## src/logic/emp_pkg.sv

```systemverilog
package emp_pkg;

    // Pin field layout
    localparam int DATA_W         = 8;
    localparam int NIBBLE_W       = 4;
    localparam int LOW_ADDR_W     = 15;
    localparam int DRAM_ADDR_W    = 11;
    localparam int ROW_LSB        = 11;
    localparam int ADDR_BIT15     = 15;
    localparam int ADDR_BIT16     = 16;
    localparam int ADDR_BIT17     = 17;
    localparam int REQ_ADDR_W     = 22;

    // Select codes carried with a static memory request
    localparam logic [1:0] SEL_ONE   = 2'h0;
    localparam logic [1:0] SEL_TWO   = 2'h1;
    localparam logic [1:0] SEL_THREE = 2'h2;
    localparam logic [1:0] SEL_FOUR  = 2'h3;

    // Timing counts in clock cycles
    localparam int ACTIVE_CYCLES  = 4;
    localparam int SYNC_STAGES    = 2;

    // Reset values
    localparam logic [LOW_ADDR_W-1:0] ADDR_LOW_RESET = 15'h7FFF;
    localparam logic                  PIN_IDLE       = 1'b1;

    typedef enum logic [2:0] {
        EMP_IDLE,
        EMP_SETUP,
        EMP_ROW_STROBE,
        EMP_ACTIVE,
        EMP_RECOVER
    } emp_state_e;

endpackage

```

## src/logic/emp_pin_ctrl.sv

```systemverilog
//
// Overview of operation
// DRAM row then column on eleven lines
// SRAM drives address bits 0-14 directly
// Bit 15 pin: address or select four
// Bit 16 pin: address, select three, column strobe
// Bit 17 pin: address, select two, row strobe
// Dedicated select one for its region
// Write strobe low only while writing
// Read strobe low only while reading
// Data bus driven only during writes
// Nibble mode leaves upper data lines undriven
// Resets and stop keep selects, strobes high
// Address holds; software reset raises bits 15-17
// Individual reset with refresh drives strobes low
//
`timescale 1ns/100ps
`default_nettype none

module emp_pin_ctrl
    import emp_pkg::*;
#(
    parameter int ADDR_W = REQ_ADDR_W
)
(
    input  wire logic                  clock,
    input  wire logic                  rst,
    input  wire logic                  sw_reset,
    input  wire logic                  indiv_reset,
    input  wire logic                  stop_mode,
    input  wire logic                  cfg_nibble_bus,
    input  wire logic                  cfg_dram_en,
    input  wire logic                  cfg_refresh_en,
    input  wire logic                  cfg_select_four_en,
    input  wire logic                  cfg_select_three_en,
    input  wire logic                  cfg_select_two_en,
    input  wire logic                  req_valid,
    output logic                       req_ready,
    input  wire logic                  req_write,
    input  wire logic                  req_dram,
    input  wire logic [1:0]            req_select,
    input  wire logic [ADDR_W-1:0]     req_addr,
    input  wire logic [DATA_W-1:0]     req_wdata,
    output logic                       rsp_valid,
    output logic      [DATA_W-1:0]     rsp_rdata,
    output logic      [LOW_ADDR_W-1:0] mem_addr_low_bus,
    output logic                       mem_addr_bit15_out,
    output logic                       mem_addr_bit16_out,
    output logic                       mem_addr_bit17_out,
    output logic                       sram_select_one_n,
    output logic                       mem_write_strobe_n,
    output logic                       mem_read_strobe_n,
    input  wire logic [DATA_W-1:0]     mem_data_bus_in,
    output logic      [DATA_W-1:0]     mem_data_bus_out,
    output logic      [DATA_W-1:0]     mem_data_bus_oe
);

    emp_state_e          state;
    emp_state_e          next_state;
    logic                cur_write;
    logic                cur_dram;
    logic [1:0]          cur_select;
    logic [ADDR_W-1:0]   cur_addr;
    logic [2:0]          count;
    logic [DATA_W-1:0]   data_sync;
    logic                any_hold;
    logic                accept;
    logic                last_beat;
    logic                next_write;
    logic                next_dram;
    logic [1:0]          next_select;
    logic [ADDR_W-1:0]   next_addr;
    logic                next_in_access;
    logic [LOW_ADDR_W-1:0] next_addr_low;
    logic                next_bit15;
    logic                next_bit16;
    logic                next_bit17;
    logic                next_sel_one_n;
    logic                next_wr_n;
    logic                next_rd_n;

    localparam logic [2:0] LAST_COUNT = 3'(ACTIVE_CYCLES - 1);

    assign any_hold  = sw_reset | indiv_reset | stop_mode;
    assign req_ready = (state == EMP_IDLE) && !any_hold;
    assign accept    = req_valid && req_ready;
    assign last_beat = (state == EMP_ACTIVE) && (count == LAST_COUNT);
    assign rsp_valid = (state == EMP_RECOVER);

    // ------------------------------------------------------------
    // Data pin synchroniser
    // ------------------------------------------------------------
    emp_sync #(
        .WIDTH (DATA_W)
    ) u_data_sync (
        .clock    (clock),
        .rst      (rst),
        .async_in (mem_data_bus_in),
        .sync_out (data_sync)
    );

    // ------------------------------------------------------------
    // Access sequencer
    // ------------------------------------------------------------
    always_comb
    begin
        next_state = state;
        case (state)
            EMP_IDLE:       if (accept) next_state = EMP_SETUP;
            EMP_SETUP:      next_state = cur_dram ? EMP_ROW_STROBE : EMP_ACTIVE;
            EMP_ROW_STROBE: next_state = EMP_ACTIVE;
            EMP_ACTIVE:     if (count == LAST_COUNT) next_state = EMP_RECOVER;
            EMP_RECOVER:    next_state = EMP_IDLE;
            default:        next_state = EMP_IDLE;
        endcase
        if (any_hold)
            next_state = EMP_IDLE;
    end

    always_ff @(posedge clock)
    begin
        if (rst)
            state <= EMP_IDLE;
        else
            state <= next_state;
    end

    always_ff @(posedge clock)
    begin
        if (rst || state != EMP_ACTIVE)
            count <= '0;
        else
            count <= count + 3'h1;
    end

    assign next_write  = accept ? req_write  : cur_write;
    assign next_dram   = accept ? req_dram   : cur_dram;
    assign next_select = accept ? req_select : cur_select;
    assign next_addr   = accept ? req_addr   : cur_addr;

    always_ff @(posedge clock)
    begin
        if (rst)
        begin
            cur_write  <= 1'b0;
            cur_dram   <= 1'b0;
            cur_select <= SEL_ONE;
            cur_addr   <= '0;
        end
        else
        begin
            cur_write  <= next_write;
            cur_dram   <= next_dram;
            cur_select <= next_select;
            cur_addr   <= next_addr;
        end
    end

    // ------------------------------------------------------------
    // Pin values for the coming state
    // ------------------------------------------------------------
    always_comb
    begin
        next_in_access = (next_state == EMP_SETUP) || (next_state == EMP_ROW_STROBE) || (next_state == EMP_ACTIVE);
        next_addr_low  = mem_addr_low_bus;
        next_bit15     = mem_addr_bit15_out;
        next_bit16     = mem_addr_bit16_out;
        next_bit17     = mem_addr_bit17_out;
        next_sel_one_n = PIN_IDLE;
        next_wr_n      = !(next_state == EMP_ACTIVE && next_write);
        next_rd_n      = !(next_state == EMP_ACTIVE && !next_write);
        if (next_state == EMP_IDLE)
        begin
            if (cfg_select_four_en)
                next_bit15 = PIN_IDLE;
            if (cfg_dram_en || cfg_select_three_en)
                next_bit16 = PIN_IDLE;
            if (cfg_dram_en || cfg_select_two_en)
                next_bit17 = PIN_IDLE;
        end
        else if (next_dram)
        begin
            if (next_state == EMP_SETUP || next_state == EMP_ROW_STROBE)
                next_addr_low = LOW_ADDR_W'(next_addr[ROW_LSB +: DRAM_ADDR_W]);
            else
                next_addr_low = LOW_ADDR_W'(next_addr[DRAM_ADDR_W-1:0]);
            next_bit16 = !(next_state == EMP_ACTIVE);
            next_bit17 = !(next_state == EMP_ROW_STROBE || next_state == EMP_ACTIVE);
        end
        else
        begin
            next_addr_low  = next_addr[LOW_ADDR_W-1:0];
            next_bit15     = cfg_select_four_en ? !(next_in_access && next_select == SEL_FOUR)
                                                : next_addr[ADDR_BIT15];
            next_bit16     = cfg_select_three_en ? !(next_in_access && next_select == SEL_THREE)
                                                 : next_addr[ADDR_BIT16];
            next_bit17     = cfg_select_two_en ? !(next_in_access && next_select == SEL_TWO)
                                               : next_addr[ADDR_BIT17];
            next_sel_one_n = !(next_in_access && next_select == SEL_ONE);
        end
    end

    // ------------------------------------------------------------
    // Address pins with reset and stop overlay
    // ------------------------------------------------------------
    always_ff @(posedge clock)
    begin
        if (rst)
        begin
            mem_addr_low_bus   <= ADDR_LOW_RESET;
            mem_addr_bit15_out <= PIN_IDLE;
            mem_addr_bit16_out <= PIN_IDLE;
            mem_addr_bit17_out <= PIN_IDLE;
        end
        else if (sw_reset)
        begin
            mem_addr_bit15_out <= PIN_IDLE;
            mem_addr_bit16_out <= PIN_IDLE;
            mem_addr_bit17_out <= PIN_IDLE;
        end
        else if (indiv_reset || stop_mode)
        begin
            // Strobe pins follow the refresh rule, address pins hold
            if (cfg_dram_en)
            begin
                mem_addr_bit16_out <= !(indiv_reset && cfg_refresh_en);
                mem_addr_bit17_out <= !(indiv_reset && cfg_refresh_en);
            end
            else
            begin
                if (cfg_select_three_en)
                    mem_addr_bit16_out <= PIN_IDLE;
                if (cfg_select_two_en)
                    mem_addr_bit17_out <= PIN_IDLE;
            end
            if (cfg_select_four_en)
                mem_addr_bit15_out <= PIN_IDLE;
        end
        else
        begin
            mem_addr_low_bus   <= next_addr_low;
            mem_addr_bit15_out <= next_bit15;
            mem_addr_bit16_out <= next_bit16;
            mem_addr_bit17_out <= next_bit17;
        end
    end

    // ------------------------------------------------------------
    // Select and strobe pins
    // ------------------------------------------------------------
    always_ff @(posedge clock)
    begin
        if (rst || any_hold)
        begin
            sram_select_one_n  <= PIN_IDLE;
            mem_write_strobe_n <= PIN_IDLE;
            mem_read_strobe_n  <= PIN_IDLE;
        end
        else
        begin
            sram_select_one_n  <= next_sel_one_n;
            mem_write_strobe_n <= next_wr_n;
            mem_read_strobe_n  <= next_rd_n;
        end
    end

    // ------------------------------------------------------------
    // Data bus
    // ------------------------------------------------------------
    always_ff @(posedge clock)
    begin
        if (rst || any_hold)
            mem_data_bus_oe <= '0;
        else if (next_write && next_in_access)
            mem_data_bus_oe <= cfg_nibble_bus ? DATA_W'({NIBBLE_W{1'b1}}) : '1;
        else
            mem_data_bus_oe <= '0;
    end

    always_ff @(posedge clock)
    begin
        if (rst)
            mem_data_bus_out <= '0;
        else if (accept)
            mem_data_bus_out <= req_wdata;
    end

    always_ff @(posedge clock)
    begin
        if (rst)
            rsp_rdata <= '0;
        else if (last_beat && !cur_write)
            rsp_rdata <= cfg_nibble_bus ? (data_sync & DATA_W'({NIBBLE_W{1'b1}})) : data_sync;
    end

    // ------------------------------------------------------------
    // Checks
    // ------------------------------------------------------------
    property p_hw_reset_pins;
        @(posedge clock) disable iff (1'b0)
        rst |=> (&mem_addr_low_bus) && mem_addr_bit15_out && mem_addr_bit16_out && mem_addr_bit17_out
                && sram_select_one_n && mem_write_strobe_n && mem_read_strobe_n && (mem_data_bus_oe == '0);
    endproperty
    a_hw_reset_pins: assert property (p_hw_reset_pins) else $error("pins not high after reset");

    property p_hold_selects;
        @(posedge clock) disable iff (rst)
        any_hold |-> !req_ready ##1 (sram_select_one_n && mem_write_strobe_n && mem_read_strobe_n);
    endproperty
    a_hold_selects: assert property (p_hold_selects) else $error("select or strobe low in hold");

    property p_sw_reset_addr;
        @(posedge clock) disable iff (rst)
        sw_reset |=> $stable(mem_addr_low_bus) && mem_addr_bit15_out && mem_addr_bit16_out && mem_addr_bit17_out;
    endproperty
    a_sw_reset_addr: assert property (p_sw_reset_addr) else $error("software reset address pins wrong");

    property p_indiv_refresh;
        @(posedge clock) disable iff (rst)
        (indiv_reset && !sw_reset && cfg_dram_en && cfg_refresh_en)
            |=> !mem_addr_bit16_out && !mem_addr_bit17_out && $stable(mem_addr_low_bus);
    endproperty
    a_indiv_refresh: assert property (p_indiv_refresh) else $error("refresh strobes not low");

    property p_dram_sequence;
        @(posedge clock) disable iff (rst || any_hold)
        (state == EMP_SETUP && cur_dram)
            |-> mem_addr_bit17_out ##1 (!mem_addr_bit17_out && mem_addr_bit16_out
                && mem_addr_low_bus == LOW_ADDR_W'(cur_addr[ROW_LSB +: DRAM_ADDR_W]))
            ##1 (!mem_addr_bit16_out && mem_addr_low_bus == LOW_ADDR_W'(cur_addr[DRAM_ADDR_W-1:0]));
    endproperty
    a_dram_sequence: assert property (p_dram_sequence) else $error("row column sequence wrong");

    property p_sram_addr;
        @(posedge clock) disable iff (rst)
        (state == EMP_ACTIVE && !cur_dram) |-> mem_addr_low_bus == cur_addr[LOW_ADDR_W-1:0];
    endproperty
    a_sram_addr: assert property (p_sram_addr) else $error("static address pins wrong");

    property p_select_four;
        @(posedge clock) disable iff (rst)
        (state == EMP_ACTIVE && !cur_dram && cfg_select_four_en)
            |-> mem_addr_bit15_out == (cur_select != SEL_FOUR);
    endproperty
    a_select_four: assert property (p_select_four) else $error("select four pin wrong");

    property p_select_one;
        @(posedge clock) disable iff (rst)
        !sram_select_one_n |-> !cur_dram && cur_select == SEL_ONE && state != EMP_IDLE;
    endproperty
    a_select_one: assert property (p_select_one) else $error("select one asserted wrongly");

    property p_write_strobe;
        @(posedge clock) disable iff (rst)
        !mem_write_strobe_n |-> cur_write && mem_read_strobe_n && state == EMP_ACTIVE && mem_data_bus_oe != '0;
    endproperty
    a_write_strobe: assert property (p_write_strobe) else $error("write strobe without write");

    property p_read_strobe;
        @(posedge clock) disable iff (rst)
        !mem_read_strobe_n |-> !cur_write && state == EMP_ACTIVE && mem_data_bus_oe == '0;
    endproperty
    a_read_strobe: assert property (p_read_strobe) else $error("read strobe without read");

    property p_bus_idle;
        @(posedge clock) disable iff (rst)
        (state == EMP_IDLE || state == EMP_RECOVER) |-> mem_data_bus_oe == '0;
    endproperty
    a_bus_idle: assert property (p_bus_idle) else $error("data bus driven while idle");

    property p_nibble_bus;
        @(posedge clock) disable iff (rst)
        $past(cfg_nibble_bus) |-> mem_data_bus_oe[DATA_W-1:NIBBLE_W] == '0;
    endproperty
    a_nibble_bus: assert property (p_nibble_bus) else $error("upper data lines driven");

endmodule

`default_nettype wire

```

## src/logic/emp_sync.sv

```systemverilog
`timescale 1ns/100ps
`default_nettype none

module emp_sync
    import emp_pkg::*;
#(
    parameter int WIDTH = DATA_W
)
(
    input  wire logic             clock,
    input  wire logic             rst,
    input  wire logic [WIDTH-1:0] async_in,
    output logic      [WIDTH-1:0] sync_out
);

    logic [WIDTH-1:0] stage_one;

    always_ff @(posedge clock)
    begin
        if (rst)
        begin
            stage_one <= '0;
            sync_out  <= '0;
        end
        else
        begin
            stage_one <= async_in;
            sync_out  <= stage_one;
        end
    end

endmodule

`default_nettype wire

```

## config.mk

```make
export PLATFORM = sky130hd
export DESIGN_NAME = emp_pin_ctrl
export DESIGN_NICKNAME = d
export VERILOG_FILES = /design/src/logic/emp_pkg.sv /design/src/logic/emp_pin_ctrl.sv /design/src/logic/emp_sync.sv
export SDC_FILE = /design/constraint.sdc
export NUM_CORES = 1
export LEC_CHECK = 0
export ABC_AREA = 1
export BUFFER_PORTS_ARGS = -buffer_cell sky130_fd_sc_hd__clkbuf_2
export CAP_MARGIN = 40
export CORE_MARGIN = 8
export CORE_UTILIZATION = 40
export CTS_CLUSTER_DIAMETER = 100
export DETAILED_ROUTE_END_ITERATION = 8
export GPL_TIMING_DRIVEN = 0
export SLEW_MARGIN = 20
export SYNTH_ARGS = -nofsm -noshare
export SYNTH_HDL_FRONTEND = slang
export SYNTH_HIERARCHICAL = 1
export SYNTH_SLANG_ARGS = --single-unit
export TNS_END_PERCENT = 5
```

## constraint.sdc

```tcl
create_clock -name clock -period 2.6 [get_ports clock]
set_input_delay 0.26 -clock clock [delete_from_list [all_inputs] [get_ports clock]]
set_output_delay 0.26 -clock clock [all_outputs]
set_load 0.05 [all_outputs]
```

Word-level counts from Yosys, hierarchy flattened
Index checks and enable logic that the tools add are counted.

Word-level logic and storage cells: 115. Register bits: 93. Input port bits: 54. Output and inout port bits: 47.

Reductions and logical operators: 41. Muxes and demuxes: 32. Equal/unequal tests: 17. Bitwise logic cells: 6. Add/subtract/negate cells: 1.

Operator list (number): 1-bit 2-to-1 mux (22); 22-bit 2-to-1 mux (1); 8-bit 2-to-1 mux (2); 3-bit by 2-bit equality test with 1-bit output (second input constant) (5); 15-bit 2-to-1 mux (1); 1-bit logical AND (12); 1-bit logical NOT (12); 3-bit case mux with 4 select lines (1); 11-bit 2-to-1 mux (1); 3-bit 2-to-1 mux (3); 3-bit by 1-bit inequality test with 1-bit output (second input constant) (3); 1-bit logical OR (8); 3-bit by 1-bit equality test with 1-bit output (second input constant) (2); 3-bit logical NOT (2); 3-bit inequality test (second input constant) (2); 2-bit equality test (second input constant) (2); 1-bit inverter (4); 2-bit AND reduction (2); 2-bit OR reduction (2); 3-bit by 1-bit adder with 3-bit output (second input constant) (1); 3-bit equality test (second input constant) (1); 3-bit by 2-bit inequality test with 1-bit output (second input constant) (1); 3-bit AND reduction (1); 3-bit OR reduction (1); 4 further kinds (5).

Logic depth before layout (Yosys ltp)
Gate-level depths: netlist of run 1.

Depth in word-level cells: 17. Gate-level depth with buffers: 13. Gate-level depth less buffers: 12.

By module
The synthesis of run 1 kept the hierarchy.

By module, submodules not included: emp_pin_ctrl (seq. area each 1421.4 um2, times used 1, area each 2979.1 um2, cells each 381); emp_sync (seq. area each 320.3 um2, times used 1, area each 474.2 um2, cells each 50).

Worst setup path before layout of run 1
Ideal clock, no wire load.

Path kind: register to register. Start: register state[1]. End: register mem_addr_low_bus[0]. Buffers on the path: 1. Path slack: 0.853 ns. Arrival: 1.630 ns. Cell stages (with the launch flop): 10. Cells stage by stage: dfxtp_1 -> nor2_4 -> inv_2 -> nor2_4 -> nand3_2 -> nand2_2 -> nand3_4 -> buf_6 -> o211ai_2 -> nand2_1.

Longest elaborated chain between the ends: 10.

RTL lines: start: declaration (line emp_pin_ctrl.sv:58) `emp_state_e state;`; start signal: assignment (line emp_pin_ctrl.sv:125) `state <= next_state;`; 3-bit logical NOT (*) (line emp_pin_ctrl.sv:85) `assign req_ready = (state == EMP_IDLE) && !any_hold;`; 1-bit logical AND (*) (line emp_pin_ctrl.sv:85); net req_ready (line emp_pin_ctrl.sv:38) `output logic req_ready,`; 1-bit logical AND (*) (line emp_pin_ctrl.sv:86) `assign accept = req_valid && req_ready;`; 3-bit 2-to-1 mux (line emp_pin_ctrl.sv:109) `EMP_IDLE: if (accept) next_state = EMP_SETUP;`; 3-bit case mux with 4 select lines (line emp_pin_ctrl.sv:108) `case (state)`; 3-bit 2-to-1 mux (line emp_pin_ctrl.sv:116) `if (any_hold)`; 3-bit by 1-bit equality test with 1-bit output / 3-bit by 2-bit equality test with 1-bit output (equally long branches) (line emp_pin_ctrl.sv:183) `if (next_state == EMP_SETUP || next_state == EMP_ROW_STROBE)`; 1-bit logical OR (line emp_pin_ctrl.sv:183); 11-bit 2-to-1 mux (line emp_pin_ctrl.sv:183); 15-bit 2-to-1 mux (line emp_pin_ctrl.sv:181) `else if (next_dram)`; end signal: assignment (line emp_pin_ctrl.sv:241) `mem_addr_low_bus <= next_addr_low;`; end: declaration (line emp_pin_ctrl.sv:46) `output logic [LOW_ADDR_W-1:0] mem_addr_low_bus,`.

The timed path passes the listed nets; every way through them passes the cells marked *. A chain may end at the register's enable or synchronous reset.

Worst setup path after layout of run 1
Start: register count[0]. End: register mem_addr_low_bus[9].

Longest elaborated chain between the ends: 8.

RTL lines: start: declaration (line emp_pin_ctrl.sv:64) `logic [2:0] count;`; start signal: assignment (line emp_pin_ctrl.sv:133) `count <= count + 3'h1;`; 3-bit by 2-bit equality test with 1-bit output (*) (line emp_pin_ctrl.sv:112) `EMP_ACTIVE: if (count == LAST_COUNT) next_state = EMP_RECOVER;`; 3-bit 2-to-1 mux (*) (line emp_pin_ctrl.sv:112); 3-bit case mux with 4 select lines (*) (line emp_pin_ctrl.sv:108); 3-bit 2-to-1 mux (*) (line emp_pin_ctrl.sv:116); 3-bit by 1-bit equality test with 1-bit output / 3-bit by 2-bit equality test with 1-bit output (equally long branches) (line emp_pin_ctrl.sv:183); 1-bit logical OR (line emp_pin_ctrl.sv:183); 11-bit 2-to-1 mux (line emp_pin_ctrl.sv:183); 15-bit 2-to-1 mux (line emp_pin_ctrl.sv:181).

Mark *: on every way between the ends. The rest lies on a longest branch, timed or not.

==> summary.md, run 1 <==
| Metric | Value |
|---|---|
| Result of the run | finished, final reports clean |
| Number of antenna-violating nets in the routed design | 0 |
| Yosys reg bits | slightly below 90 |
| Fraction of registers with async set or reset after synthesis | 0% |
| Avg Cell Area, Syn | roughly 8.0 sq um |
| Max-slew violations | 0 |
| Total power | 2.52 mW |
| Vertical extent of the die | around 110 um |
| Arrival time at the worst endpoint | 2.21 ns |
| Launching element type of the critical path | flip-flop |
| Root buffer selected by CTS | sky130_fd_sc_hd__clkbuf_8 |
| Count of flip-flops with a built-in enable after synthesis | 0 |
| Max-Slew Margin vs Limit | between 60% and 70% |
| Net count of the mapped netlist | between 400 and 500 |
| Final cycle utilization of the critical path | between 70% and 80% |
| Unique masters post-synth | 34 |
| Number of DRC violations after detailed-routing iteration 0 | ~150 |
| Starting density of the core | about 40% |
| Maximum fanout along the worst path | 10 |
| Total setup buffers inserted after CTS | 0 |
| GP Congestion | between 0.7 and 0.8 |
| Vias | about 3000 |
| Clock tree from TritonCTS | built |
| Post-layout min period | about 2.0 ns |
| Largest net degree at the start of global routing | 18 |
| Endpoint type of the worst setup path | flip-flop |
| Layout overhead on the synthesized area | 23.6% |
| Hold Violations, Final | 0 |
| Fin Setup TNS | 0 ns |
| Hold/Removal Path Class | input pin to flip-flop |
| Final setup violation count | 0 |
| Slew of the pin with the lowest slew margin | 0.534 ns |
| Horizontal die dimension | between 100 and 150 um |
| Most common library cell in the layout ignoring fill and taps | sky130_fd_sc_hd__clkbuf_2 |
| Antenna violations before repair | 0 |
| Layout cell share with drive strength beyond 1 | around 28% |
| Standard-cell row count | 34 |
| Number of vias per cell | 4.53 |
| Routed wire per std cell | ~13 um |
| Clk_skew | 0.0123 ns |
| Upper clock frequency limit | approximately 0.51 GHz |
| Vias in the first global route | 2952 |
| Cell area after technology mapping | roughly 3500 sq um |
| Critical setup path kind | flip-flop to flip-flop |
| Residual overflow from global routing | 0 |
| Fraction of the core area covered by cells at the end of the flow | between 40% and 50% |
| Max clock buf depth | 2 |
| Drt pass-1 iters | 4 |
| Sequential area share after synthesis | approximately 50% |
| Diode insertion count for antenna repair | 0 |
| H-tree lvl count | 3 |
| Number of max-cap violations | 0 |
| Highest-count cells in the layout ignoring fill and taps | sky130_fd_sc_hd__clkbuf_2 (99), sky130_fd_sc_hd__dfxtp_1 (87), sky130_fd_sc_hd__nand2_1 (84) |
| Clock Pin Slew Worst Setup and Hold Paths | around 0.1 ns |
| Number of cells upsized or downsized after cts | 0 |
| Number of I/O port buffers | around 100 |
| Final-stage net count | 597 |
| Number of clock buffers inserted by TritonCTS | 9 |
| Global-route wire length before repair | ~14 mm |
| Number of remaining DRC errors | 0 |
| Cells after synthesis | 431 |
| Die ar. | 11900 sq um |
| Floorplan core area | about 8600 sq um |
| Number of warnings printed during yosys synthesis | 6 |
| Clock Sink Count | between 80 and 90 |
| Top-Level Pins | ~100 |
| Detailed-route wire length | 8.61 mm |
| Skew-Pair Late Insertion Delay | 0.35 ns |
| Commonest register cell after synthesis | sky130_fd_sc_hd__dfxtp_1 |
| Ratio of total power to cell area | roughly 590 nW/um^2 |
| Number of hold buffers added after CTS | 0 |
| Cell leakage power | between 2 and 2.5 nW |
| Largest voltage drop on the vdd net | ~300 uV |
| GR Util All Layers | about 15% |
| Worst EP required | 2.85 ns |
| Post-detail-place hpwl | between 6 and 7 mm |
| RSZ-0062 raised after global routing | no |
per-layer routing:
layer  wire length [um]  vias to the layer above  global-route usage (%)
met5                  0                        -                       0
met4                100                        0                    4.69
met3                713                       10                    4.79
li1                   -                     1568                       -
met2               3800                       76                    24.0
met1               4000                     1310                    19.1
final timing paths:
| kind | cells after the start | slack (ns) | end | startpoint |
|---|---|---|---|---|
| worst max register to register | 11 | 0.64 | mem_addr_low_bus[9] | count[0] |
| worst max-delay path | 11 | 0.64 | mem_addr_low_bus[9] | count[0] |
| worst min-delay path | 3 | 0.08 | u_data_sync/stage_one[5] | mem_data_bus_in[5] |
| worst min register to register | 2 | 0.41 | u_data_sync/sync_out[7] | u_data_sync/stage_one[7] |
power breakdown:
group	leakage, nW	internal (mW)	switching (mW)
sequential	0.708	1.37	0.0137
combinational	1.35	0.0852	0.170
clock	0.0888	0.365	0.514
total	2.14	1.82	0.698
sequential cells by signal (all words and copies together), names as in the netlist:
| name | count |
|---|---|
| mem_data_bus_oe | 2 |
| mem_addr_bit16_out | 1 |
| rsp_rdata | 8 |
| u_data_sync/stage_one | 8 |
| state | 3 |
| mem_addr_low_bus | 15 |
| mem_addr_bit17_out | 1 |
| cur_select | 2 |
| cur_write | 1 |
| sram_select_one_n | 1 |
| mem_addr_bit15_out | 1 |
| cur_addr | 22 |
| mem_write_strobe_n | 1 |
| mem_read_strobe_n | 1 |
| cur_dram | 1 |
| u_data_sync/sync_out | 8 |
| count | 3 |
| mem_data_bus_out | 8 |
final cells by class:
| type | instances | area [sq um] |
|---|---|---|
| sequential | 87 | 1740 |
| buffer | 23 | 160 |
| clock buffer | 9 | 124 |
| clock inverter | 7 | 61.3 |
| tap | 108 | 135 |
| multi-input combinational | 271 | 1360 |
| inverter | 50 | 188 |
| timing repair buffer | 99 | 495 |
| fill | 869 | 4280 |
cells by family after synthesis:
group                    count (synthesis)  share of synthesized area, %
AND/OR/NAND/NOR                        204                          25.5
flip-flops                              87                          50.4
buffers and inverters                   73                          10.1
AO/OA/AOI/OAI                           51                          9.17
multiplexers                            14                          4.06
adder cells (fa/ha/maj)                  2                         0.725
critical path, stage by stage (launching register included):
cell	delay, ns
sky130_fd_sc_hd__dfxtp_1	0.33
sky130_fd_sc_hd__ha_1	0.19
sky130_fd_sc_hd__ha_1	0.17
sky130_fd_sc_hd__nand3_1	0.16
sky130_fd_sc_hd__nand4_1	0.19
sky130_fd_sc_hd__inv_1	0.13
sky130_fd_sc_hd__nand2_1	0.14
sky130_fd_sc_hd__nand3_4	0.17
sky130_fd_sc_hd__buf_6	0.18
sky130_fd_sc_hd__nand2_1	0.07
sky130_fd_sc_hd__nand3_1	0.08
sky130_fd_sc_hd__nand2_1	0.06
through the flow:
stage / hold WS (ns) / cell area (sq um) / setup WS, ns / cells
finish: 0.0781 / 4270 / 0.638 / 654
global route: 0.0640 / 4270 / 0.429 / 654
CTS: 0.0660 / 4270 / 0.627 / 654
detailed placement: 0.394 / 4080 / 0.641 / 638
global placement: 0.391 / 4080 / 0.675 / 638
floorplan: 0.339 / 3450 / 0.853 / 431
synthesized netlist by cell type, drive strengths merged, types with 5 or more instances:
cell	count	share of area [%]
o211ai	5	1.7
mux2i	14	4.1
a21oi	24	3.5
dfxtp	87	50
nor3	5	0.72
buf	15	3.8
inv	50	5.4
clkbuf	8	0.87
nand2	86	9.5
o21ai	17	2.6
nand3	25	4.1
nor2	81	9.7
Power figures use the tool's default switching activity.
==> run 2, diff against run 1 <==
clock period = 2 ns   (was 2.6 ns; I/O delays follow)
==> run 2 against run 1 <==
Effect of this change:
- first-iteration DRC count shrank 4.1%
- worst hold slack lost 0.061 ns
- largest power group unchanged
- flip-flop and latch count is the same
- sequential share of layout area shrank 0.24 points
- sequential power grew 30%
- critical endpoint is now mem_addr_low_bus[4]
- clock power grew 30%
- utilization grew 0.29 points
- non-clock buffer count is the same
- count of clock-buffer cells in the layout is the same
- worst setup slack lost 0.46 ns
- maximum frequency grew 7.4%
==> summary.md, run 2 (same netlist as run 1, synthesis figures left out) <==
| Metric | Value |
|---|---|
| Launching element type of the critical path | flip-flop (unchanged) |
| Layout cell share with drive strength beyond 1 | 29.3% (was 28.0%) |
| CP startpoint | count[0] (unchanged) |
| Number of hold buffers added after CTS | 0 (unchanged) |
| Upper clock frequency limit | 0.548 GHz (was 0.510 GHz) |
| Post-layout min period | 1.83 ns (was 1.96 ns) |
| Largest stage delay on the critical path | 0.32 ns (was 0.33 ns) |
| Detailed-route wire length | 8.65 mm (was 8.61 mm) |
| Number of max-cap violations | 0 (unchanged) |
| Clk_skew | 0.0109 ns (was 0.0123 ns) |
| Top-Level Pins | 101 (unchanged) |
| H-tree lvl count | 3 (unchanged) |
| Clock Pin Slew Worst Setup and Hold Paths | 0.10 ns (about the same) |
| Number of placed instances with taps included | 638 (unchanged) |
| Max clock buf depth | 2 (unchanged) |
| Post-detail-place hpwl | 6.76 mm (unchanged) |
| Number of vias per cell | 4.57 (was 4.53) |
| GR Util All Layers | 15.1% (unchanged) |
| Max-slew violations | 0 (unchanged) |
| Starting density of the core | 40.4% (unchanged) |
| Destination of the critical timing path | mem_addr_low_bus[4] (was mem_addr_low_bus[9]) |
| Most common library cell in the layout ignoring fill and taps | sky130_fd_sc_hd__clkbuf_2 (unchanged) |
| Largest voltage drop on the vdd net | 395 uV (was 302 uV) |
| Worst-path cell chain | ha_1 -> ha_1 -> nand3_2 -> nand4_1 -> nand2_2 -> nand3_4 -> buf_8 -> o211ai_2 -> nand2_1 (was ha_1 -> ha_1 -> nand3_1 -> nand4_1 -> inv_1 -> nand2_1 -> nand3_4 -> buf_6 -> nand2_1 -> nand3_1 -> nand2_1) |
| Cell Count, Final, Fillers Out | 654 (unchanged) |
| Die ar. | 11900 sq um (unchanged) |
| Slew of the pin with the lowest slew margin | 0.532 ns (was 0.534 ns) |
| Antenna violations before repair | 0 (unchanged) |
| Highest-count cells in the layout ignoring fill and taps | sky130_fd_sc_hd__clkbuf_2 (100), sky130_fd_sc_hd__dfxtp_1 (87), sky130_fd_sc_hd__nand2_1 (82) (was sky130_fd_sc_hd__clkbuf_2 (99), sky130_fd_sc_hd__dfxtp_1 (87), sky130_fd_sc_hd__nand2_1 (84)) |
| Critical setup path kind | flip-flop to flip-flop (unchanged) |
| Drt pass-1 iters | 4 (unchanged) |
| Placed instance area | 4080 sq um (unchanged) |
| Number of DRC violations after detailed-routing iteration 0 | 142 (was 148) |
| Clock tree from TritonCTS | built (unchanged) |
| Number of antenna-violating nets in the routed design | 0 (unchanged) |
| Max-Slew Margin vs Limit | 64.5% (was 64.4%) |
| Fin Setup TNS | 0 ns (unchanged) |
| Vias in the first global route | 2952 (unchanged) |
| Layout overhead on the synthesized area | 24.3% (was 23.6%) |
| Residual overflow from global routing | 0 (unchanged) |
| Vias | 2992 (was 2964) |
| Number of remaining DRC errors | 0 (unchanged) |
| Register with the highest flop count | cur_addr (unchanged) |
| Endpoint type of the worst setup path | flip-flop (unchanged) |
| Final setup violation count | 0 (unchanged) |
| Arrival time at the worst endpoint | 2.08 ns (was 2.21 ns) |
| Cell repeated most along the worst path | sky130_fd_sc_hd__ha_1 (was sky130_fd_sc_hd__nand2_1) |
| Skew-Pair Late Insertion Delay | 0.35 ns (about the same) |
| Endpoint of the most critical register-to-register path | mem_addr_low_bus[4] (was mem_addr_low_bus[9]) |
| Largest net degree at the start of global routing | 18 (unchanged) |
| Ratio of total power to cell area | 762 nW/um^2 (was 589 nW/um^2) |
| Worst min-delay path startpoint | mem_data_bus_in[5] (unchanged) |
| Number of I/O port buffers | 99 (unchanged) |
| Diode insertion count for antenna repair | 0 (unchanged) |
| Fill count | 874 (was 869) |
| Root buffer selected by CTS | sky130_fd_sc_hd__clkbuf_8 (unchanged) |
| Final Cell Area | 4290 sq um (was 4270 sq um) |
| Routed wire per std cell | 13.2 um (about the same) |
| Floorplan core area | 8550 sq um (unchanged) |
| Maximum fanout along the worst path | 10 (unchanged) |
| Number of clock buffers inserted by TritonCTS | 9 (unchanged) |
| Clock Sink Count | 87 (unchanged) |
| Vertical extent of the die | 109 um (unchanged) |
| Global-route wire length before repair | 14.1 mm (unchanged) |
| Worst hold path cell count | 3 (unchanged) |
| Final cycle utilization of the critical path | 91.3% (was 75.4%) |
| Total setup buffers inserted after CTS | 0 (unchanged) |
| Number of cells upsized or downsized after cts | 0 (unchanged) |
| Result of the run | finished, final reports clean (unchanged) |
| Register-to-register setup slack | 0.17 ns (was 0.64 ns) |
| Horizontal die dimension | 109 um (unchanged) |
| Registers with the most flip-flops | cur_addr: 22 flops, mem_addr_low_bus: 15 flops (unchanged) |
| Cell leakage power | 2.14 nW (about the same) |
| Standard-cell row count | 34 (unchanged) |
| Origin of the critical flop-to-flop path | count[0] (unchanged) |
| GP Congestion | 0.752 (unchanged) |
| Hold/Removal Path Class | input pin to flip-flop (unchanged) |
| Max FFs per register | 22 (unchanged) |
| RSZ-0062 raised after global routing | no (unchanged) |
| Path depth of the worst reg2reg path | 9 (was 11) |
| Worst EP required | 2.25 ns (was 2.85 ns) |
| Hold Violations, Final | 0 (unchanged) |
| Final-stage net count | 597 (unchanged) |
| Worst path slowest cell | sky130_fd_sc_hd__dfxtp_1 (unchanged) |
## run 2: how the worst min path moves through the flow
| stage | slack [ns] | end |
|---|---|---|
| 4_1_cts | 0.006 | u_data_sync/stage_one[3] |
| 2_1_floorplan | 0.28 | mem_data_bus_oe[6] |
| 3_5_place_dp | 0.39 | u_data_sync/sync_out[7] |
| 5_1_grt | 0.004 | u_data_sync/stage_one[4] |
| 6_report | 0.02 | u_data_sync/stage_one[5] |
| 3_3_place_gp | 0.39 | u_data_sync/sync_out[7] |
## run 2: layer usage
metal  GRT usage [%]  wire length, um  vias to the layer above
li1                -                -                     1576
met1            19.1             3970                     1327
met2            24.0             3900                       85
met3            4.79              727                        4
met4            4.69               53                        0
met5               0                0                        -
## run 2: worst max-delay path, delay by kind of cell (launching register included)
kind	cells	cell delay, ns
adders and majority gates	2	0.37
DFF	1	0.32
and+or+nand+nor	5	0.71
AOI/OAI and AO/OA	1	0.13
buffers and inverters	1	0.18
## run 2: power breakdown
group          switching (mW)  internal, mW  total [mW]  leakage [nW]
clock network           0.670         0.475        1.14        0.0888
registers              0.0181          1.78        1.80         0.708
logic                   0.222         0.111       0.333          1.35
total                   0.910          2.36        3.27          2.14
## run 2: final cells by class
type / instances / area (sq um) / area share, %
timing repair buffer: 99 / 495 / 11.5
sequential: 87 / 1740 / 40.6
clock inverter: 7 / 61.3 / 1.43
buffer: 23 / 165 / 3.85
tap: 108 / 135 / 3.15
multi-input combinational: 271 / 1380 / 32.2
inverter: 50 / 190 / 4.43
clock buffer: 9 / 124 / 2.88
## run 2: stage by stage
stage               power, mW  setup WS, ns  hold WS [ns]  utilization, %
detailed placement       2.17        0.0415         0.394            47.8
global placement         2.17        0.0752         0.391            47.8
floorplan                2.05         0.253         0.279               -
CTS                      3.32        0.0265       0.00596            49.9
global route             3.41        0.0189       0.00399            50.2
finish                   3.27         0.174        0.0175            50.2
